--- config.mk ---
export PLATFORM = sky130hd
export DESIGN_NAME = peak_seq
export DESIGN_NICKNAME = d
export VERILOG_FILES = /design/src/peak_seq_pkg.sv /design/src/result_filter.sv /design/src/peak_seq.sv
export SDC_FILE = /design/constraint.sdc
export NUM_CORES = 1
export LEC_CHECK = 0
export BUFFER_PORTS_ARGS = -buffer_cell sky130_fd_sc_hd__buf_2
export CAP_MARGIN = 10
export CORE_AREA = 2 2 116 146
export DETAILED_ROUTE_END_ITERATION = 16
export DIE_AREA = 0 0 118 148
export SYNTH_ARGS = -nofsm -noshare
export SYNTH_HDL_FRONTEND = slang
export SYNTH_SLANG_ARGS = --single-unit
--- constraint.sdc ---
create_clock -name core_clk -period 2.8 [get_ports core_clk]
set_input_delay 0.7 -clock core_clk [delete_from_list [all_inputs] [get_ports core_clk]]
set_output_delay 0.7 -clock core_clk [all_outputs]
set_load 0.005 [all_outputs]
--- src/peak_seq_pkg.sv ---
// Shared constants and types of the peak converter sequencer
`default_nettype none
package peak_seq_pkg;
	// =============================================================
	// Clock and phase timing
	localparam int CLK_PERIOD_PS   = 5000;
	localparam int SETTLE_TIME_NS  = 600;
	localparam int DIGITISE_TIME_US = 6;
	localparam int CLEAR_TIME_NS   = 600;
	localparam int SETTLE_CYC   = (SETTLE_TIME_NS * 1000) / CLK_PERIOD_PS;
	localparam int CLEAR_CYC    = (CLEAR_TIME_NS * 1000) / CLK_PERIOD_PS;
	localparam int DIGITISE_CYC =
		(DIGITISE_TIME_US * 1000000) / CLK_PERIOD_PS;
	localparam int CNT_W = 13;

	// =============================================================
	// Structure of the converter array
	localparam int NUM_CH        = 8;
	localparam int NUM_SECTIONS  = 16;
	localparam int MUX_GROUP     = 4;
	localparam int SECT_PER_ADC  = 8;
	localparam int SLOTS         = NUM_SECTIONS / 2;
	localparam int SLOT_W        = 3;
	localparam int SLOT_CYC      = DIGITISE_CYC / SLOTS;
	localparam int ADC_W         = 12;
	localparam logic [11:0] SLIDE_MAX = 12'h0_F00;
	localparam logic [11:0] ADC_FULL  = 12'h0_FFF;

	// =============================================================
	// Types
	typedef enum logic [2:0] {
		ST_IDLE, ST_ACQUIRE, ST_SETTLE, ST_DIGITISE, ST_CLEAR
	} seq_state_e;

	typedef struct packed {
		logic [2:0]  channel;
		logic        range_low;
		logic        below_limit_flag;
		logic        overflow;
		logic [11:0] value;
	} result_s;

	typedef struct packed {
		logic [11:0] offset;
		logic        slide_enable;
		logic        keep_low_values_setting;
	} conv_cfg_s;

	typedef struct packed {
		logic [7:0]  threshold;
		logic        kill;
	} ch_limit_s;
endpackage : peak_seq_pkg
`default_nettype wire

--- src/result_filter.sv ---
// Offset removal and threshold filter for one converter block
`default_nettype none
module result_filter (
	// Clock and reset
	input  wire logic                   core_clk,
	input  wire logic                   rst_b,
	input  wire logic                   clk_en,
	// Sample in
	input  wire logic                   sample_valid,
	input  wire logic [11:0]            sample_raw,
	input  wire logic [2:0]             sample_channel,
	input  wire logic                   sample_range_low,
	input  wire peak_seq_pkg::ch_limit_s limit,
	input  wire peak_seq_pkg::conv_cfg_s cfg,
	// Result out
	output logic                        result_valid,
	output peak_seq_pkg::result_s       result
);
	logic [12:0] diff;
	logic [11:0] corr;
	logic        ovf;
	logic        below;
	logic        keep;

	// =============================================================
	// Offset removal and acceptance
	always_comb begin
		diff = {1'b0, sample_raw} - {1'b0, cfg.offset};
		if (cfg.slide_enable) begin
			corr = diff[12] ? 12'h0_000 : diff[11:0];
			ovf  = diff[12] || (diff[11:0] > peak_seq_pkg::SLIDE_MAX);
		end else begin
			corr = sample_raw;
			ovf  = (sample_raw == peak_seq_pkg::ADC_FULL);
		end
		below = (corr[11:4] < limit.threshold);
		keep  = !ovf && !limit.kill &&
			(!below || cfg.keep_low_values_setting);
	end

	always_ff @(posedge core_clk or negedge rst_b) begin
		if (!rst_b) begin
			result_valid <= 1'b0;
			result       <= '0;
		end else if (clk_en) begin
			result_valid <= sample_valid && keep;
			if (sample_valid) begin
				result.channel          <= sample_channel;
				result.range_low        <= sample_range_low;
				result.below_limit_flag <= below;
				result.overflow         <= ovf;
				result.value            <= corr;
			end
		end
	end

	a_drop_overflow: assert property (@(posedge core_clk) disable iff (!rst_b)
		clk_en && sample_valid && ovf |=> !result_valid)
		else $error("Overflowed sample forwarded");
endmodule : result_filter
`default_nettype wire

--- src/peak_seq.sv ---
// Conversion sequencer of the eight channel dual range peak converter
`default_nettype none
module peak_seq (
	// Clock and reset
	input  wire logic                   core_clk,
	input  wire logic                   rst_b,
	input  wire logic                   clk_en,
	// Front end
	input  wire logic                   gate_pin,
	input  wire logic                   analog_reset,
	output logic                        charge_switch,
	output logic                        discharge_switch,
	output logic [1:0]                  mux_sel,
	output logic                        mux_range_low,
	// Converters A and B
	output logic                        adc_start,
	input  wire logic                   adc_done,
	input  wire logic [11:0]            adc_a_data,
	input  wire logic [11:0]            adc_b_data,
	// Configuration
	input  wire peak_seq_pkg::conv_cfg_s cfg,
	input  wire peak_seq_pkg::ch_limit_s [7:0] limits,
	// Results and status
	output logic                        a_valid,
	output peak_seq_pkg::result_s       a_result,
	output logic                        b_valid,
	output peak_seq_pkg::result_s       b_result,
	output logic                        busy
);
	peak_seq_pkg::seq_state_e state_r;
	logic [2:0]  gate_sync_r;
	logic        gate_lvl_r;
	logic [12:0] cnt_r;
	logic [2:0]  slot_r;
	logic        sampled_r;
	logic        gate_rise;
	logic        gate_fall;
	logic [2:0]  ch_a;
	logic [2:0]  ch_b;

	// =============================================================
	// Gate synchroniser, common to all channels
	always_ff @(posedge core_clk or negedge rst_b) begin
		if (!rst_b) begin
			gate_sync_r <= 3'h0;
			gate_lvl_r  <= 1'b0;
		end else if (clk_en) begin
			gate_sync_r <= {gate_sync_r[1:0], gate_pin};
			if (gate_sync_r[1] == gate_sync_r[2])
				gate_lvl_r <= gate_sync_r[2];
		end
	end
	assign gate_rise = (gate_sync_r[1] == gate_sync_r[2]) &&
		gate_sync_r[2] && !gate_lvl_r;
	assign gate_fall = (gate_sync_r[1] == gate_sync_r[2]) &&
		!gate_sync_r[2] && gate_lvl_r;

	// =============================================================
	// Phase sequencer
	always_ff @(posedge core_clk or negedge rst_b) begin
		if (!rst_b) begin
			state_r <= peak_seq_pkg::ST_IDLE;
			cnt_r   <= 13'h0_000;
		end else if (clk_en) begin
			unique case (state_r)
				peak_seq_pkg::ST_IDLE: begin
					cnt_r <= 13'h0_000;
					if (gate_rise && !analog_reset)
						state_r <= peak_seq_pkg::ST_ACQUIRE;
				end
				peak_seq_pkg::ST_ACQUIRE: begin
					if (gate_fall)
						state_r <= peak_seq_pkg::ST_SETTLE;
				end
				peak_seq_pkg::ST_SETTLE: begin
					if (cnt_r == 13'(peak_seq_pkg::SETTLE_CYC - 1)) begin
						cnt_r   <= 13'h0_000;
						state_r <= peak_seq_pkg::ST_DIGITISE;
					end else
						cnt_r <= cnt_r + 13'h0_001;
				end
				peak_seq_pkg::ST_DIGITISE: begin
					if (cnt_r == 13'(peak_seq_pkg::DIGITISE_CYC - 1)) begin
						cnt_r   <= 13'h0_000;
						state_r <= peak_seq_pkg::ST_CLEAR;
					end else
						cnt_r <= cnt_r + 13'h0_001;
				end
				peak_seq_pkg::ST_CLEAR: begin
					if (cnt_r == 13'(peak_seq_pkg::CLEAR_CYC - 1)) begin
						cnt_r   <= 13'h0_000;
						state_r <= peak_seq_pkg::ST_IDLE;
					end else
						cnt_r <= cnt_r + 13'h0_001;
				end
				default: begin
					state_r <= peak_seq_pkg::ST_IDLE;
				end
			endcase
		end
	end

	// =============================================================
	// Slot walk: eight slots, each one section per converter
	always_ff @(posedge core_clk or negedge rst_b) begin
		if (!rst_b) begin
			slot_r    <= 3'h0;
			sampled_r <= 1'b0;
			adc_start <= 1'b0;
		end else if (clk_en) begin
			adc_start <= 1'b0;
			if (state_r != peak_seq_pkg::ST_DIGITISE) begin
				slot_r    <= 3'h0;
				sampled_r <= 1'b0;
			end else if (cnt_r == 13'(32'(slot_r) *
					peak_seq_pkg::SLOT_CYC)) begin
				adc_start <= 1'b1;
				sampled_r <= 1'b0;
			end else if (adc_done && !sampled_r) begin
				sampled_r <= 1'b1;
				slot_r    <= slot_r + 3'h1;
			end
		end
	end

	// Slots 0..3 low range, 4..7 full range; A = ch 0..3, B = ch 4..7
	always_ff @(posedge core_clk or negedge rst_b) begin
		if (!rst_b) begin
			mux_sel       <= 2'h0;
			mux_range_low <= 1'b1;
		end else if (clk_en) begin
			mux_sel       <= slot_r[1:0];
			mux_range_low <= !slot_r[2];
		end
	end
	assign ch_a = {1'b0, slot_r[1:0]};
	assign ch_b = {1'b1, slot_r[1:0]};

	// =============================================================
	// Analog switches and busy
	assign charge_switch    = (state_r == peak_seq_pkg::ST_ACQUIRE);
	assign discharge_switch = (state_r == peak_seq_pkg::ST_CLEAR) ||
		analog_reset;
	assign busy = (state_r != peak_seq_pkg::ST_IDLE) || analog_reset;

	// =============================================================
	// Result paths for both converters
	result_filter u_filt_a (
		.core_clk        (core_clk),
		.rst_b           (rst_b),
		.clk_en          (clk_en),
		.sample_valid    (adc_done && !sampled_r &&
			state_r == peak_seq_pkg::ST_DIGITISE),
		.sample_raw      (adc_a_data),
		.sample_channel  (ch_a),
		.sample_range_low(!slot_r[2]),
		.limit           (limits[ch_a]),
		.cfg             (cfg),
		.result_valid    (a_valid),
		.result          (a_result)
	);
	result_filter u_filt_b (
		.core_clk        (core_clk),
		.rst_b           (rst_b),
		.clk_en          (clk_en),
		.sample_valid    (adc_done && !sampled_r &&
			state_r == peak_seq_pkg::ST_DIGITISE),
		.sample_raw      (adc_b_data),
		.sample_channel  (ch_b),
		.sample_range_low(!slot_r[2]),
		.limit           (limits[ch_b]),
		.cfg             (cfg),
		.result_valid    (b_valid),
		.result          (b_result)
	);

	// =============================================================
	// Checks
	// Acquire itself is left out: a quick re-gate there is legal
	a_gate_ignored: assert property (@(posedge core_clk) disable iff (!rst_b)
		clk_en && gate_rise && state_r inside {peak_seq_pkg::ST_SETTLE,
		peak_seq_pkg::ST_DIGITISE, peak_seq_pkg::ST_CLEAR}
		|=> state_r != peak_seq_pkg::ST_ACQUIRE)
		else $error("Gate accepted outside idle");
	a_clear_after_dig: assert property (@(posedge core_clk) disable iff (!rst_b)
		$fell(state_r == peak_seq_pkg::ST_DIGITISE) |-> discharge_switch)
		else $error("Clear did not follow digitising");
	a_busy_tracks: assert property (@(posedge core_clk) disable iff (!rst_b)
		charge_switch || discharge_switch |-> busy)
		else $error("Busy low during sequence");
	a_idle_after_clr: assert property (@(posedge core_clk) disable iff (!rst_b)
		$fell(state_r == peak_seq_pkg::ST_CLEAR) |-> state_r ==
		peak_seq_pkg::ST_IDLE)
		else $error("Clear not followed by idle");
	a_settle_start: assert property (@(posedge core_clk) disable iff (!rst_b)
		$rose(state_r == peak_seq_pkg::ST_SETTLE) && clk_en
		|-> ##119 state_r == peak_seq_pkg::ST_SETTLE
		##1 state_r == peak_seq_pkg::ST_DIGITISE)
		else $error("Settling phase length wrong");
	a_start_single: assert property (@(posedge core_clk) disable iff (!rst_b)
		clk_en && adc_start |=> !adc_start)
		else $error("Converter start pulse too long");
	a_acq_on_gate: assert property (@(posedge core_clk) disable iff (!rst_b)
		clk_en && state_r == peak_seq_pkg::ST_IDLE && gate_rise &&
		!analog_reset |=> charge_switch)
		else $error("Gate did not start acquisition");
	a_kill_drops: assert property (@(posedge core_clk) disable iff (!rst_b)
		clk_en && a_valid |-> !limits[a_result.channel].kill)
		else $error("Killed channel forwarded");
	a_one_sample: assert property (@(posedge core_clk) disable iff (!rst_b)
		a_valid |=> !a_valid)
		else $error("Converter A sample doubled");
endmodule : peak_seq
`default_nettype wire

==> implementation parameters <==
Parameter                              Value

Floorplanning
  Starting utilization of the core area    35.25%
  Core region area    0.01607 mm²
  Site row count    52
  I/O pin cnt    161
  Width of the die    118 µm
  Total die area    0.01746 mm²
  DIE HEIGHT    148 µm

Synthesis
  Synthesized area divided by synthesized cell count    9.165 µm²
  Area of the mapped netlist    0.005664 mm²
  FFs w/ async S/R, synth    100.0%
  Gate count after technology mapping    618
  Sequential fraction of the synthesis area    27.41%
  Post-synth EDFFs    0
  Count of distinct cell types in the synthesized netlist    77
  Commonest register cell after synthesis    dfrtp_1
  Net Count, Synth    784
  YS warnings    0
  Seq cells post-synth    62

Power
  Leakage    4.089 nW
  Pwr dens    587.4 mW/mm²
  VDD IR-drop max    0.4845 mV

Cells and area
  Fill cell instance count of the final layout    1,543
  Area occupied by registers    0.001553 mm²
  Final standard cell area without fillers    0.008199 mm²
  Multi-input logic area    0.003965 mm²
  Leading cell types in the layout, fill and taps excluded    buf_2, buf_4, dfrtp_1, nor2_1, inv_1
  Number of nets at the end of the flow    1,061
  Leading cell type in the layout, fill and taps excluded    buf_2
  Layout cell share with drive strength beyond 1    45.11%
  Synthesis-to-finish area growth    44.75%

Setup path
  Largest fanout on the critical path    2
  Register-to-register setup slack    -0.08 ns
  Startpoint type of the worst setup path    input pin
  Endpoint kind of the worst setup timing path    flop
  Setup CP Type    input pin to flop
  WP data required    3.02 ns
  Crit path DAT    3.74 ns

CTS
  Number of clock sinks seen by CTS    62
  TritonCTS Buffers    9
  Clk Latency, worst-skew pair    0.33 ns
  Hold buffer count at cts    0
  Total number of H-tree levels    3
  Clock Tree Buf Depth    2
  Clock root buffer master    clkbuf_16
  Clock transition time at the flip-flop clock pins of the worst setup and hold paths    0.05 ns
  Clock tree from TritonCTS    yes

Global routing
  Wire length of the first global-routing pass    29,330 µm
  Pin count of the biggest net entering global routing    63
  Fraction of met1 tracks used by global routing    26.76%
  Met2 GRT Util    36.37%
  Most used routing layer    met2
  Overall global routing resource usage    21.13%
  Grt met3 use    4.591%
  Initial antenna violation count    6
  Via count of the first global-routing pass    5,718
  Remaining global-route overflow    0

Route
  Starting DRC count in detailed routing    256
  Post-route ant nets    0
  Vias per Instance    5.140
  Vias    5,757
  DRC viols    0
  Routed wire length    18,500 µm
  Routed length per instance    16.52 µm
  DR pass1 iterations    4

Timing
  Clk_skew    0.006440 ns
  Final critical path time including I/O delays and setup    3.517 ns
  Worst-margin pin slew    0.8255 ns
  Total of endpoints with negative setup slack in the final report    9
  Max Clk Rate    0.2843 GHz
  Number of hold violations in the final report    0
  Final period utilization    125.6%
  Worst Setup Slack, final    -0.7174 ns
  Unrepaired setup endpoints after global routing    yes
  Fin. max-slew vios    0
  Max-slew headroom at the worst pin    43.54%

Place
  Dpl ws    -1.206 ns
  Dpl hpwl    15,040 µm
  Global placement routability congestion    0.9082
  Post-DP Area    0.007617 mm²
  Port buffer count    159

Job
  Count of maximum capacitance violations    0

Hold path
  Worst hold-check path type    input pin to asynchronous set/reset pin

Status
  Failing checks    negative setup slack
  Outcome    finished with violations
synthesized netlist by cell type, types with 3 or more instances:
cell | count | area [µm²]
a211o_1 | 3 | 26.28
a211oi_1 | 5 | 37.54
a21o_1 | 15 | 112.6
a21oi_1 | 25 | 125.1
a21oi_2 | 3 | 26.28
a221oi_1 | 4 | 35.03
a22o_1 | 5 | 43.79
a311o_1 | 3 | 30.03
a31oi_1 | 4 | 25.02
a32o_1 | 3 | 30.03
and3_1 | 13 | 81.33
and4_1 | 3 | 26.28
buf_2 | 5 | 25.02
buf_4 | 4 | 30.03
clkbuf_1 | 17 | 63.81
dfrtp_1 | 61 | 1526
fa_1 | 3 | 60.06
ha_1 | 47 | 588.1
inv_1 | 52 | 195.2
mux2_2 | 19 | 214.0
mux2i_1 | 5 | 50.05
mux4_2 | 18 | 405.4
nand2_1 | 41 | 153.9
nand2b_1 | 9 | 56.30
nand3_1 | 12 | 60.06
nand3b_1 | 5 | 37.54
nand4_1 | 13 | 81.33
nor2_1 | 49 | 183.9
nor2b_1 | 11 | 68.82
nor3_1 | 10 | 50.05
nor3b_1 | 3 | 22.52
nor4_1 | 4 | 25.02
o211ai_1 | 5 | 37.54
o21a_1 | 8 | 60.06
o21ai_0 | 29 | 145.1
o21ai_1 | 5 | 25.02
o22ai_1 | 4 | 25.02
o2bb2ai_1 | 3 | 26.28
o31a_1 | 3 | 26.28
o31ai_1 | 6 | 45.04
or2_2 | 3 | 18.77
or3_1 | 3 | 18.77
xnor2_1 | 14 | 122.6
xor2_1 | 17 | 148.9
flip-flops by register name (all words and copies together) (netlist names):
signal / flops
adc_start: 1
cnt_r: 13
gate_lvl_r: 1
gate_sync_r: 3
mux_range_low: 1
mux_sel: 2
sampled_r: 1
slot_r: 3
state_r: 3
u_filt_a.result: 15
u_filt_a.result_valid: 1
u_filt_b.result: 17
u_filt_b.result_valid: 1
routing by layer:
metal | share of wire [%] | wire length [µm] | up-vias
met5 | 0.15 | 27 | -
met4 | 1.9 | 344 | 4
met3 | 5.3 | 980 | 28
met2 | 49 | 9141 | 147
met1 | 43 | 8009 | 2739
li1 | - | - | 2839
cells by family (layout without fill, tap and decap cells):
family	Yosys count	count (layout)	share of synthesized area, %
compound gates	161	161	21.05
flops	62	62	27.41
buf+inv	82	364	6.075
mux	44	44	12.35
xor+xnor	31	31	4.793
simple gates	187	187	16.81
fa+ha+maj	50	50	11.44
other cells	1	5	0.06621
worst max-delay path, stage by stage:
cell,delay (ns)
buf_12,0.11
ha_4,0.15
fa_2,0.35
nand2b_4,0.16
a211oi_4,0.30
a2111oi_4,0.12
o21bai_1,0.18
xor2_1,0.22
a22o_1,0.24
ha_4,0.22
a21o_1,0.16
a211oi_2,0.27
o211ai_1,0.17
nand2_1,0.08
a31oi_1,0.07
a32o_1,0.22
stage by stage:
step	instances	util (%)	setup TNS (ns)	hold WS, ns	power (mW)
2_1_floorplan	618	-	-4.513	0.4044	2.649
3_3_place_gp	1088	47.40	-11.13	0.4489	3.544
3_5_place_dp	1088	47.40	-12.17	0.4470	3.576
4_1_cts	1112	50.29	-2.856	0.3843	4.817
5_1_grt	1119	51.00	-4.574	0.3938	5.146
6_report	1120	51.02	-2.893	0.3686	4.816
power breakdown:
group | leakage (nW) | switching (mW) | internal [mW] | total, mW
logic | 3.13 | 1.10 | 1.19 | 2.28
registers | 0.808 | 0.228 | 1.17 | 1.39
clock network | 0.152 | 0.406 | 0.733 | 1.14
timing repair:
action / in CTS / in global routing
buffers inserted: 9 / 7
pin swaps: 36 / 18
gates resized for setup: 27 / 17
endpoints found under the setup margin: 21 / 22
final cells by class:
class,instances,share of cell area (%)
clock buffer,12,3.128
multi-input combinational,474,48.36
inverter,52,2.625
sequential,62,18.94
timing repair buffer,296,22.98
tap,216,3.296
clock inverter,4,0.5494
antenna,4,0.1221
path summary, 6_finish.rpt:
| path | from | to | cells after the start |
|---|---|---|---|
| max | cfg[2] | u_filt_a.result_valid$_DFFE_PN0P_ | 16 |
| min | rst_b | gate_sync_r[0]$_DFFE_PN0P_ | 2 |
| max reg2reg | slot_r[1]$_DFFE_PN0P_ | slot_r[2]$_DFFE_PN0P_ | 11 |
| min reg2reg | u_filt_b.result[17]$_DFFE_PN0P_ | u_filt_b.result[17]$_DFFE_PN0P_ | 1 |
| max in group asynchronous | rst_b | mux_range_low$_DFFE_PN1P_ | 2 |
| min in group core_clk | u_filt_b.result[17]$_DFFE_PN0P_ | u_filt_b.result[17]$_DFFE_PN0P_ | 1 |
(Power assumes the default switching activity.)
